## config.mk

```make
export PLATFORM = sky130hd
export DESIGN_NAME = sffc_sink_cfg
export DESIGN_NICKNAME = d
export VERILOG_FILES = /design/src/include/sffc_pkg.sv /design/src/hw/sffc_af_flow.sv /design/src/hw/sffc_frame_sync.sv /design/src/hw/sffc_sink_cfg.sv
export VERILOG_INCLUDE_DIRS = /design/src /design/src/include
export SDC_FILE = /design/constraint.sdc
export NUM_CORES = 1
export LEC_CHECK = 0
export BUFFER_PORTS_ARGS = -buffer_cell sky130_fd_sc_hd__buf_2
export CELL_PAD_IN_SITES_DETAIL_PLACEMENT = 0
export CELL_PAD_IN_SITES_GLOBAL_PLACEMENT = 1
export CORE_MARGIN = 3
export CORE_UTILIZATION = 46
export CTS_CLUSTER_SIZE = 8
export DETAILED_ROUTE_END_ITERATION = 8
export PLACE_DENSITY_LB_ADDON = 0.25
export SYNTH_ARGS = -nofsm -noshare
export SYNTH_HDL_FRONTEND = slang
export SYNTH_SLANG_ARGS = --single-unit
```

## constraint.sdc

```tcl
create_clock -name i_ref_clk -period 8.45 [get_ports i_ref_clk]
set_clock_uncertainty 0.05 [all_clocks]
set_input_delay 0.4225 -clock i_ref_clk [delete_from_list [all_inputs] [get_ports i_ref_clk]]
set_output_delay 0.4225 -clock i_ref_clk [all_outputs]
set_load 0.005 [all_outputs]
```

## src/include/sffc_regs.svh

```systemverilog
// register offsets, field positions, reset values and fixed counts
// assumes byte-addressed register port with 8-bit addresses
`ifndef SFFC_REGS_SVH
`define SFFC_REGS_SVH

`define SFFC_ADDR_CTRL        8'h00
`define SFFC_ADDR_FRAME_CFG   8'h04
`define SFFC_ADDR_CAL_CFG     8'h08
`define SFFC_ADDR_AF_CFG      8'h0c
`define SFFC_ADDR_STATUS      8'h10
`define SFFC_ADDR_INT_STATUS  8'h14
`define SFFC_ADDR_INT_CLEAR   8'h18
`define SFFC_ADDR_INT_ENABLE  8'h1c

`define SFFC_CTRL_EN_BIT      0
`define SFFC_CTRL_MODE_LSB    1
`define SFFC_FCFG_ERR_LSB     0
`define SFFC_FCFG_TRAIN_LSB   4
`define SFFC_CAL_PERIOD_LSB   0
`define SFFC_CAL_LEN_LSB      16
`define SFFC_AF_ASSERT_LSB    0
`define SFFC_AF_NEGATE_LSB    16

`define SFFC_INT_OOF_BIT      0
`define SFFC_INT_INFRAME_BIT  1
`define SFFC_INT_AF_BIT       2
`define SFFC_INT_AF_CLR_BIT   3

`define SFFC_RST_CTRL         32'h0000_0000
`define SFFC_RST_FRAME_CFG    32'h0000_0011
`define SFFC_RST_CAL_CFG      32'h0000_0000
`define SFFC_RST_AF_CFG       32'h01fc_0001

`define SFFC_TRAIN_WORDS      4'h9
`define SFFC_AF_MAX           9'h1fc
`define SFFC_AF_MIN           9'h001
`define SFFC_LIMIT_MIN        4'h1

`endif

```

## src/include/sffc_pkg.sv

```systemverilog
// types shared by the sink frame and flow-control block
// assumes sffc_regs.svh for numeric constants
package sffc_pkg;

  typedef enum logic [1:0] {
    AF_MODE_OOF   = 2'b00,
    AF_MODE_SAT   = 2'b01,
    AF_MODE_NORM0 = 2'b10,
    AF_MODE_NORM1 = 2'b11
  } sffc_af_mode_e;

  typedef enum logic [1:0] {
    SYNC_IN_FRAME   = 2'b00,
    SYNC_TRAIN_CTRL = 2'b01,
    SYNC_TRAIN_DATA = 2'b10
  } sffc_sync_e;

  typedef enum logic [1:0] {
    SEQ_IDLE  = 2'b00,
    SEQ_FRAME = 2'b01,
    SEQ_ENTRY = 2'b10,
    SEQ_DIP2  = 2'b11
  } sffc_seq_e;

endpackage : sffc_pkg

```

## src/hw/sffc_af_flow.sv

```systemverilog
// almost-full with clamps and hysteresis
// assumes fifo empty count, same clock
`timescale 1ns/100ps
`include "sffc_regs.svh"
module sffc_af_flow (
  input  wire logic       i_ref_clk,
  input  wire logic       i_rst,
  input  wire logic [8:0] i_assert_thr,
  input  wire logic [8:0] i_negate_thr,
  input  wire logic [8:0] i_empty_count,
  output logic            o_almost_full_n
);
  logic [8:0] assert_eff;
  logic [8:0] negate_eff;
  logic       af_r;

  always_comb begin
    assert_eff = i_assert_thr;
    if (i_assert_thr < `SFFC_AF_MIN) assert_eff = `SFFC_AF_MIN;
    if (i_assert_thr > `SFFC_AF_MAX) assert_eff = `SFFC_AF_MAX;
    negate_eff = i_negate_thr;
    if (i_negate_thr < assert_eff)   negate_eff = assert_eff;
    if (i_negate_thr > `SFFC_AF_MAX) negate_eff = `SFFC_AF_MAX;
  end

  always_ff @(posedge i_ref_clk) begin
    if (i_rst) begin
      af_r <= 1'b0;
    end else if (i_empty_count <= assert_eff) begin
      af_r <= 1'b1;
    end else if (i_empty_count >= negate_eff) begin
      af_r <= 1'b0;
    end
    // holds between thresholds
  end

  assign o_almost_full_n = ~af_r;
endmodule : sffc_af_flow

```

## src/hw/sffc_frame_sync.sv

```systemverilog
// frame loss and regain
// assumes rx word flags on the same clock
`timescale 1ns/100ps
`include "sffc_regs.svh"
module sffc_frame_sync (
  input  wire logic       i_ref_clk,
  input  wire logic       i_rst,
  input  wire logic [3:0] i_err_limit,
  input  wire logic [3:0] i_train_count,
  input  wire logic       i_word_valid,
  input  wire logic       i_dip4_check,
  input  wire logic       i_dip4_error,
  input  wire logic       i_train_ctrl,
  input  wire logic       i_train_data,
  output logic            o_out_of_frame
);
  sffc_pkg::sffc_sync_e state_r;
  logic [3:0]           err_cnt_r;
  logic [3:0]           word_cnt_r;
  logic [3:0]           pat_cnt_r;

  always_ff @(posedge i_ref_clk) begin
    if (i_rst) begin
      state_r    <= sffc_pkg::SYNC_TRAIN_CTRL;
      err_cnt_r  <= 4'h0;
      word_cnt_r <= 4'h0;
      pat_cnt_r  <= 4'h0;
    end else begin
      unique case (state_r)
        sffc_pkg::SYNC_IN_FRAME: begin
          if (i_dip4_check && !i_dip4_error) begin
            err_cnt_r <= 4'h0;
          end else if (i_dip4_check) begin
            if (err_cnt_r + 4'h1 >= i_err_limit) begin
              state_r    <= sffc_pkg::SYNC_TRAIN_CTRL;
              err_cnt_r  <= 4'h0;
              word_cnt_r <= 4'h0;
              pat_cnt_r  <= 4'h0;
            end else begin
              err_cnt_r <= err_cnt_r + 4'h1;
            end
          end
        end
        sffc_pkg::SYNC_TRAIN_CTRL: begin
          if (i_word_valid && i_train_ctrl) begin
            if (word_cnt_r == `SFFC_TRAIN_WORDS) begin
              word_cnt_r <= 4'h0;
              state_r    <= sffc_pkg::SYNC_TRAIN_DATA;
            end else begin
              word_cnt_r <= word_cnt_r + 4'h1;
            end
          end else if (i_word_valid) begin
            word_cnt_r <= 4'h0;
            pat_cnt_r  <= 4'h0;
          end
        end
        sffc_pkg::SYNC_TRAIN_DATA: begin
          // other words break the run
          if (i_word_valid && i_train_data) begin
            if (word_cnt_r == `SFFC_TRAIN_WORDS) begin
              word_cnt_r <= 4'h0;
              if (pat_cnt_r + 4'h1 >= i_train_count) begin
                state_r   <= sffc_pkg::SYNC_IN_FRAME;
                pat_cnt_r <= 4'h0;
                err_cnt_r <= 4'h0;
              end else begin
                pat_cnt_r <= pat_cnt_r + 4'h1;
                state_r   <= sffc_pkg::SYNC_TRAIN_CTRL;
              end
            end else begin
              word_cnt_r <= word_cnt_r + 4'h1;
            end
          end else if (i_word_valid) begin
            word_cnt_r <= 4'h0;
            pat_cnt_r  <= 4'h0;
            state_r    <= sffc_pkg::SYNC_TRAIN_CTRL;
          end
        end
        default: begin
          state_r <= sffc_pkg::SYNC_TRAIN_CTRL;
        end
      endcase
    end
  end

  assign o_out_of_frame = (state_r != sffc_pkg::SYNC_IN_FRAME);
endmodule : sffc_frame_sync

```

## src/hw/sffc_sink_cfg.sv

```systemverilog
// sink frame/flow config: registers, frame state, status
// assumes rx flags and fifo level on i_ref_clk (also status clock);
// calendar memory is outside and answers a lookup
// How it works
// - out-of-frame after limit consecutive parity errors
// - pattern is ten control then ten data
// - regain frame after configured consecutive patterns
// - period setting plus one repetitions per frame
// - length setting plus one entries per sequence
// - calendar settings held on status clock
// - illegal setting replaced by nearest legal value
// - assert threshold clamped to 1..508
// - almost-full when empty count reaches threshold
// - almost-full starts selected flow-control mode
// - mode 00 framing, 01 satisfied, else normal
// - release at negate threshold, resume status
//
// Implementation choices: the plain strobed port and the address map.
`timescale 1ns/100ps
`include "sffc_regs.svh"
module sffc_sink_cfg (
  input  wire logic        i_ref_clk,
  input  wire logic        i_rst,
  input  wire logic [7:0]  i_addr,
  input  wire logic [31:0] i_wdata,
  input  wire logic        i_wr,
  input  wire logic        i_rd,
  output logic      [31:0] o_rdata,
  input  wire logic        i_word_valid,
  input  wire logic        i_dip4_check,
  input  wire logic        i_dip4_error,
  input  wire logic        i_train_ctrl,
  input  wire logic        i_train_data,
  input  wire logic [8:0]  i_empty_count,
  input  wire logic [1:0]  i_channel_status,
  output logic      [8:0]  o_cal_index,
  output logic      [1:0]  o_status_channel_out,
  output logic             o_out_of_frame,
  output logic             o_accept_data,
  output logic             o_almost_full_n,
  output logic             o_irq
);

  ////////////////////////////////////////////////////////////////////////
  // register file

  logic                  sink_enable_r;
  sffc_pkg::sffc_af_mode_e almost_full_mode_r;
  logic [3:0]            parity_error_limit_r;
  logic [3:0]            training_pattern_count_r;
  logic [7:0]            calendar_period_setting_r;
  logic [8:0]            calendar_length_setting_r;
  logic [7:0]            period_active_r;
  logic [8:0]            length_active_r;
  logic [8:0]            almost_full_assert_threshold_r;
  logic [8:0]            almost_full_negate_threshold_r;
  logic [3:0]            int_status_r;
  logic [3:0]            int_status_nxt;
  logic [3:0]            int_enable_r;
  logic [3:0]            int_event;
  logic [31:0]           rdata_nxt;
  logic [31:0]           rdata_r;

  always_ff @(posedge i_ref_clk) begin
    if (i_rst) begin
      sink_enable_r      <= 1'(`SFFC_RST_CTRL >> `SFFC_CTRL_EN_BIT);
      almost_full_mode_r <= sffc_pkg::AF_MODE_OOF;
    end else if (i_wr && i_addr == `SFFC_ADDR_CTRL) begin
      sink_enable_r      <= i_wdata[`SFFC_CTRL_EN_BIT];
      almost_full_mode_r <= sffc_pkg::sffc_af_mode_e'(i_wdata[`SFFC_CTRL_MODE_LSB +: 2]);
    end
  end

  always_ff @(posedge i_ref_clk) begin
    if (i_rst) begin
      parity_error_limit_r     <= 4'(`SFFC_RST_FRAME_CFG >> `SFFC_FCFG_ERR_LSB);
      training_pattern_count_r <= 4'(`SFFC_RST_FRAME_CFG >> `SFFC_FCFG_TRAIN_LSB);
    end else if (i_wr && i_addr == `SFFC_ADDR_FRAME_CFG) begin
      parity_error_limit_r     <= i_wdata[`SFFC_FCFG_ERR_LSB +: 4];
      training_pattern_count_r <= i_wdata[`SFFC_FCFG_TRAIN_LSB +: 4];
    end
  end

  // writes land any time; sequencer copies
  // only while disabled: no torn setting
  always_ff @(posedge i_ref_clk) begin
    if (i_rst) begin
      calendar_period_setting_r <= 8'h00;
      calendar_length_setting_r <= 9'h000;
    end else if (i_wr && i_addr == `SFFC_ADDR_CAL_CFG) begin
      calendar_period_setting_r <= i_wdata[`SFFC_CAL_PERIOD_LSB +: 8];
      calendar_length_setting_r <= i_wdata[`SFFC_CAL_LEN_LSB +: 9];
    end
  end

  always_ff @(posedge i_ref_clk) begin
    if (i_rst) begin
      period_active_r <= 8'h00;
      length_active_r <= 9'h000;
    end else if (!sink_enable_r) begin
      period_active_r <= calendar_period_setting_r;
      length_active_r <= calendar_length_setting_r;
    end
  end

  // detector lifts negate to assert, so
  // a bad pair cannot oscillate
  always_ff @(posedge i_ref_clk) begin
    if (i_rst) begin
      almost_full_assert_threshold_r <= 9'h001;
      almost_full_negate_threshold_r <= `SFFC_AF_MAX;
    end else if (i_wr && i_addr == `SFFC_ADDR_AF_CFG) begin
      almost_full_assert_threshold_r <= i_wdata[`SFFC_AF_ASSERT_LSB +: 9];
      almost_full_negate_threshold_r <= i_wdata[`SFFC_AF_NEGATE_LSB +: 9];
    end
  end

  ////////////////////////////////////////////////////////////////////////
  // frame and almost-full

  logic [3:0] err_limit_eff;
  logic [3:0] train_count_eff;
  logic       sync_oof;
  logic       af_n;
  logic       almost_full;

  assign err_limit_eff   = (parity_error_limit_r == 4'h0) ?
                           `SFFC_LIMIT_MIN : parity_error_limit_r;
  assign train_count_eff = (training_pattern_count_r == 4'h0) ?
                           `SFFC_LIMIT_MIN : training_pattern_count_r;

  sffc_frame_sync u_frame_sync (
    .i_ref_clk      (i_ref_clk),
    .i_rst          (i_rst),
    .i_err_limit    (err_limit_eff),
    .i_train_count  (train_count_eff),
    .i_word_valid   (i_word_valid),
    .i_dip4_check   (i_dip4_check),
    .i_dip4_error   (i_dip4_error),
    .i_train_ctrl   (i_train_ctrl),
    .i_train_data   (i_train_data),
    .o_out_of_frame (sync_oof)
  );

  sffc_af_flow u_af_flow (
    .i_ref_clk       (i_ref_clk),
    .i_rst           (i_rst),
    .i_assert_thr    (almost_full_assert_threshold_r),
    .i_negate_thr    (almost_full_negate_threshold_r),
    .i_empty_count   (i_empty_count),
    .o_almost_full_n (af_n)
  );

  assign almost_full = ~af_n;

  logic force_oof;
  logic force_sat;
  logic oof_now;
  logic oof_prev_r;
  logic af_prev_r;

  assign force_oof = almost_full && almost_full_mode_r == sffc_pkg::AF_MODE_OOF;
  assign force_sat = almost_full && almost_full_mode_r == sffc_pkg::AF_MODE_SAT;
  assign oof_now   = sync_oof | force_oof;

  assign o_out_of_frame  = oof_now;
  assign o_accept_data   = ~oof_now;
  assign o_almost_full_n = af_n;

  ////////////////////////////////////////////////////////////////////////
  // status sequencer

  sffc_pkg::sffc_seq_e seq_r;
  logic [8:0]          entry_r;
  logic [7:0]          rep_r;
  logic [1:0]          dip_r;
  logic [1:0]          stat_r;
  logic [1:0]          entry_stat;

  // simplified parity: running xor of
  // sent pairs, folded alike at both ends
  assign entry_stat = force_sat ? 2'b10 : i_channel_status;

  always_ff @(posedge i_ref_clk) begin
    if (i_rst) begin
      seq_r   <= sffc_pkg::SEQ_IDLE;
      entry_r <= 9'h000;
      rep_r   <= 8'h00;
    end else if (!sink_enable_r || force_oof) begin
      // mode 00 holds framing
      seq_r   <= sink_enable_r ? sffc_pkg::SEQ_FRAME : sffc_pkg::SEQ_IDLE;
      entry_r <= 9'h000;
      rep_r   <= 8'h00;
    end else begin
      unique case (seq_r)
        sffc_pkg::SEQ_IDLE: begin
          seq_r <= sffc_pkg::SEQ_FRAME;
        end
        sffc_pkg::SEQ_FRAME: begin
          seq_r   <= sffc_pkg::SEQ_ENTRY;
          entry_r <= 9'h000;
          rep_r   <= 8'h00;
        end
        sffc_pkg::SEQ_ENTRY: begin
          if (entry_r == length_active_r) begin
            entry_r <= 9'h000;
            if (rep_r == period_active_r) begin
              seq_r <= sffc_pkg::SEQ_DIP2;
            end else begin
              rep_r <= rep_r + 8'h01;
            end
          end else begin
            entry_r <= entry_r + 9'h001;
          end
        end
        sffc_pkg::SEQ_DIP2: begin
          seq_r <= sffc_pkg::SEQ_FRAME;
        end
      endcase
    end
  end

  always_ff @(posedge i_ref_clk) begin
    if (i_rst) begin
      dip_r <= 2'b00;
    end else if (seq_r == sffc_pkg::SEQ_ENTRY && !force_oof) begin
      dip_r <= dip_r ^ entry_stat;
    end else if (seq_r != sffc_pkg::SEQ_ENTRY) begin
      dip_r <= 2'b00;
    end
  end

  always_ff @(posedge i_ref_clk) begin
    if (i_rst) begin
      stat_r <= 2'b11;
    end else if (force_oof || seq_r == sffc_pkg::SEQ_IDLE) begin
      stat_r <= 2'b11;
    end else begin
      unique case (seq_r)
        sffc_pkg::SEQ_FRAME: stat_r <= 2'b11;
        sffc_pkg::SEQ_ENTRY: stat_r <= entry_stat;
        sffc_pkg::SEQ_DIP2:  stat_r <= dip_r;
        default:             stat_r <= 2'b11;
      endcase
    end
  end

  assign o_cal_index          = entry_r;
  assign o_status_channel_out = stat_r;

  ////////////////////////////////////////////////////////////////////////
  // interrupts

  always_ff @(posedge i_ref_clk) begin
    if (i_rst) begin
      oof_prev_r <= 1'b1;
      af_prev_r  <= 1'b0;
    end else begin
      oof_prev_r <= oof_now;
      af_prev_r  <= almost_full;
    end
  end

  always_comb begin
    int_event = 4'h0;
    int_event[`SFFC_INT_OOF_BIT]     = oof_now & ~oof_prev_r;
    int_event[`SFFC_INT_INFRAME_BIT] = ~oof_now & oof_prev_r;
    int_event[`SFFC_INT_AF_BIT]      = almost_full & ~af_prev_r;
    int_event[`SFFC_INT_AF_CLR_BIT]  = ~almost_full & af_prev_r;
  end

  // set wins over clear
  always_comb begin
    int_status_nxt = int_status_r;
    if (i_wr && i_addr == `SFFC_ADDR_INT_CLEAR) begin
      int_status_nxt = int_status_r & ~i_wdata[3:0];
    end
    int_status_nxt = int_status_nxt | int_event;
  end

  always_ff @(posedge i_ref_clk) begin
    if (i_rst) begin
      int_status_r <= 4'h0;
    end else begin
      int_status_r <= int_status_nxt;
    end
  end

  always_ff @(posedge i_ref_clk) begin
    if (i_rst) begin
      int_enable_r <= 4'h0;
    end else if (i_wr && i_addr == `SFFC_ADDR_INT_ENABLE) begin
      int_enable_r <= i_wdata[3:0];
    end
  end

  assign o_irq = |(int_status_r & int_enable_r);

  ////////////////////////////////////////////////////////////////////////
  // read port: data for one cycle

  always_comb begin
    rdata_nxt = 32'h0000_0000;
    unique case (i_addr)
      `SFFC_ADDR_CTRL: begin
        rdata_nxt[`SFFC_CTRL_EN_BIT]        = sink_enable_r;
        rdata_nxt[`SFFC_CTRL_MODE_LSB +: 2] = almost_full_mode_r;
      end
      `SFFC_ADDR_FRAME_CFG: begin
        rdata_nxt[`SFFC_FCFG_ERR_LSB +: 4]   = parity_error_limit_r;
        rdata_nxt[`SFFC_FCFG_TRAIN_LSB +: 4] = training_pattern_count_r;
      end
      `SFFC_ADDR_CAL_CFG: begin
        rdata_nxt[`SFFC_CAL_PERIOD_LSB +: 8] = calendar_period_setting_r;
        rdata_nxt[`SFFC_CAL_LEN_LSB +: 9]    = calendar_length_setting_r;
      end
      `SFFC_ADDR_AF_CFG: begin
        rdata_nxt[`SFFC_AF_ASSERT_LSB +: 9] = almost_full_assert_threshold_r;
        rdata_nxt[`SFFC_AF_NEGATE_LSB +: 9] = almost_full_negate_threshold_r;
      end
      `SFFC_ADDR_STATUS: begin
        rdata_nxt[0]     = oof_now;
        rdata_nxt[1]     = almost_full;
        rdata_nxt[3:2]   = seq_r;
        rdata_nxt[24:16] = i_empty_count;
      end
      `SFFC_ADDR_INT_STATUS: rdata_nxt[3:0] = int_status_r;
      `SFFC_ADDR_INT_ENABLE: rdata_nxt[3:0] = int_enable_r;
      default:               rdata_nxt = 32'h0000_0000;
    endcase
  end

  always_ff @(posedge i_ref_clk) begin
    if (i_rst) begin
      rdata_r <= 32'h0000_0000;
    end else if (i_rd) begin
      rdata_r <= rdata_nxt;
    end else begin
      rdata_r <= 32'h0000_0000;
    end
  end

  assign o_rdata = rdata_r;

endmodule : sffc_sink_cfg

```

==> run metrics <==
outcome=complete, no violations; commonest non-fill, non-tap cells in the layout=dfxtp_1, nand2_1, a21oi_1, buf_2, nor2_1; number of synthesized flops with an enable pin=0; first-pass GRT wire length=30040 microns; combinational power share=0.092; setup bufs post-CTS=0; max incr delay on CP=0.53 ns; type of the worst min-delay path=in -> reg; CP Launch Type=flop; hold_buf cts=0; Clock transition at path regs=0.06 ns; Pwr Total=0.001513 W; maximum VDD drop=148.3 uV; Routed Antenna Nets=0; Nets=988; Net Switching=0.0004056 W; post-synthesis area per instance=8.391 sq um; internal power=0.001108 W; worst path arrival time=4.22 ns; die width=127.9 microns; Min Clock Period, post-route=3.922 ns; Peak Freq=0.2550 GHz; Worst Hold End=almost_full_negate_threshold_r[5]; post-synthesis sequential area ratio=0.3781; DRT iter0 DRCs=369; design area=7870 sq um; WP buf/inv=1; # clock sinks=129; worst r2r dst=u_af_flow.af_r; critical path's most frequent cell=ha_1; share of cells above drive strength 1=0.1587; Flop pwr share=0.413; Final period util=0.4642; Required @ worst endpoint=8.75 ns; max_slew headroom=0.1581; initial antenna violation count=1; synthesized area=6830 sq um; Die Y-Extent=127.9 microns; Num CTS Buffers=17; die area=16350 sq um; RSZ-0062 raised after global routing=no; Sw Share=0.2680; Critical R2R Launch=almost_full_assert_threshold_r[3]; unique cell type count in the Yosys netlist=70; CP endpoint kind=flop; area leader, netlist=dfxtp_1; via count=6177; Crit Path Category=reg -> reg; top cell type's share of synthesized area=0.3781; slowest CP cell=or4_4; # port buffers=78; average wire per standard cell=17.29 microns; commonest non-fill, non-tap cell in the layout=dfxtp_1; Pwr per Cell Area=192.3 nW/um^2; max-slew violation count=0; n_diodes=0; hold depth=3; Top delay family on crit path=compound AO/OA/AOI/OAI gates; Core Rows=43; top-level I/O count=107; Max H-tree Level=4; predominant post-synthesis flop cell=dfxtp_1; clk_lat worst skew=0.43 ns; Synth Register Bits=129; Worst Tran Pin Value=1.256 ns; clk root buf=clkbuf_16; area grow syn2layout=15.22%; GR Util All Layers=0.2302; crit path max fanout=9; total of max-cap violations=0; final setup fails=0; Clk pwr share=0.496; setup TNS=0 ns; Final Hold Vio Count=0; Lkg Pwr=3.147 nW; HPWL after DPL=13940 microns; Via-to-Cell Ratio=5.746; Starting Density=0.4809; Layout fillers=1328; Area contributors post-synth=dfxtp_1, ha_1, nand2_1, a21oi_1, mux2i_1; cts repair resizes=0; clock buffer depth=2; Reg2Reg Setup Slack=4.53 ns; DRC viols=0; worst-path cell chain=inv_2 > or4_4 > nand2_1 > ha_1 > a211o_1 > a21oi_1 > o31ai_1 > nand3_1 > and3_4 > a211oi_1 > ha_1 > nand2b_1 > a21o_1 > a2111oi_0 > o31a_1 > o21ai_0 > a31oi_1; asr flop ratio synth=0; CTS tree=built; Detailed Routing Iterations Pass 1=5; Core ar.=14200 sq um; grt total ovfl=0; Yosys Warn Count=0; HP Start=i_wdata[21]; FF-to-FF path depth=17; vias in the first global route=5973; Final Wtd Congestion=0.9630; Routed WL=18580 microns; Cell Area, Placed=7269 sq um; pin count of the biggest net entering global routing=67; Cells after Synth=814
-- power by group through the flow --
stage                     sequential [W]  clock (W)  combinational, W
after floorplan                 0.000635          0         0.0000953
after global placement          0.000638          0          0.000133
after detailed placement        0.000638          0          0.000137
after CTS                       0.000625   0.000760          0.000138
after global routing            0.000625   0.000789          0.000156
final                           0.000625   0.000750          0.000139
-- cell usage after synthesis (all sizes together) (3+ instances only) --
cell type and number:
a21oi 79, nand2b 6, nand2 125, a22oi 18, buf 23, nor2 58, nand3 43, a21o 9
o31ai 6, nor3 17, mux2i 30, inv 28, a222oi 7, nor2b 8, or2 9, nand4 14
ha 46, o211ai 3, a31oi 9, clkbuf 21, a211oi 4, or3 7, or4 6, dfxtp 129
nor4 8, xnor2 7, xor2 25, o21ai 20, and3 11, mux2 4
-- how the worst max path moves through the flow --
stage	from	endpoint	slack, ns	cells after the start
finish	almost_full_assert_threshold_r[3]	u_af_flow.af_r	4.53	17
global route	almost_full_assert_threshold_r[3]	u_af_flow.af_r	4.20	17
CTS	almost_full_assert_threshold_r[3]	u_af_flow.af_r	4.50	17
detailed placement	almost_full_assert_threshold_r[3]	u_af_flow.af_r	4.51	17
global placement	almost_full_assert_threshold_r[3]	u_af_flow.af_r	4.57	17
floorplan	almost_full_assert_threshold_r[3]	u_af_flow.af_r	4.87	18
-- cells by family (layout without fill, tap and decap cells) --
logic type | count (synthesis) | count (layout) | synth area share
fa+ha+maj | 46 | 46 | 0.08426
flops | 129 | 129 | 0.3781
xor+xnor | 32 | 32 | 0.04103
buf+inv | 74 | 142 | 0.05166
other cells | 1 | 14 | 0.0005490
mux | 34 | 34 | 0.05056
simple gates | 322 | 322 | 0.2306
compound gates | 176 | 176 | 0.1632
-- stage by stage --
step / utilization / instances / hold WS (ns) / setup slack (ns)
after floorplan: - / 827 / 0.3917 / 4.867
after global placement: 0.5118 / 1043 / 0.4060 / 4.572
after detailed placement: 0.5118 / 1043 / 0.4210 / 4.508
after CTS: 0.5541 / 1075 / 0.1644 / 4.502
after global routing: 0.5541 / 1075 / 0.1680 / 4.202
final: 0.5541 / 1075 / 0.1755 / 4.528
-- final cells by class --
class / instances / area, sq um / share of cell area
flip-flops and latches: 129 / 2582 / 0.3281
well taps: 180 / 225.2 / 0.02862
repair buffers: 80 / 405.4 / 0.05151
multi-input cells: 624 / 3944 / 0.5011
inverters: 30 / 112.6 / 0.01431
clock inverters: 15 / 175.2 / 0.02226
clock buffers: 17 / 425.4 / 0.05405
-- state kept, by name, indices dropped and copies added, names as in the netlist, 8 cells and up --
| name | cells |
|---|---|
| almost_full_assert_threshold_r | 9 |
| almost_full_negate_threshold_r | 9 |
| calendar_length_setting_r | 9 |
| calendar_period_setting_r | 8 |
| length_active_r | 9 |
| o_cal_index | 9 |
| o_rdata | 18 |
| period_active_r | 8 |
| rep_r | 8 |
-- routing by layer --
layer	GRT usage	routed length, microns	up-vias
li1	-	-	3013
met2	0.3842	8988	183
met1	0.3014	8200	2960
met5	0	13	-
met4	0.06180	223	2
met3	0.05083	1157	19
-- tightest hold or removal path, cell delays in order --
cell and delay, ns:
buf_2 0.09, nand2_1 0.05, nand3_1 0.06
Power figures use the tool's default switching activity.
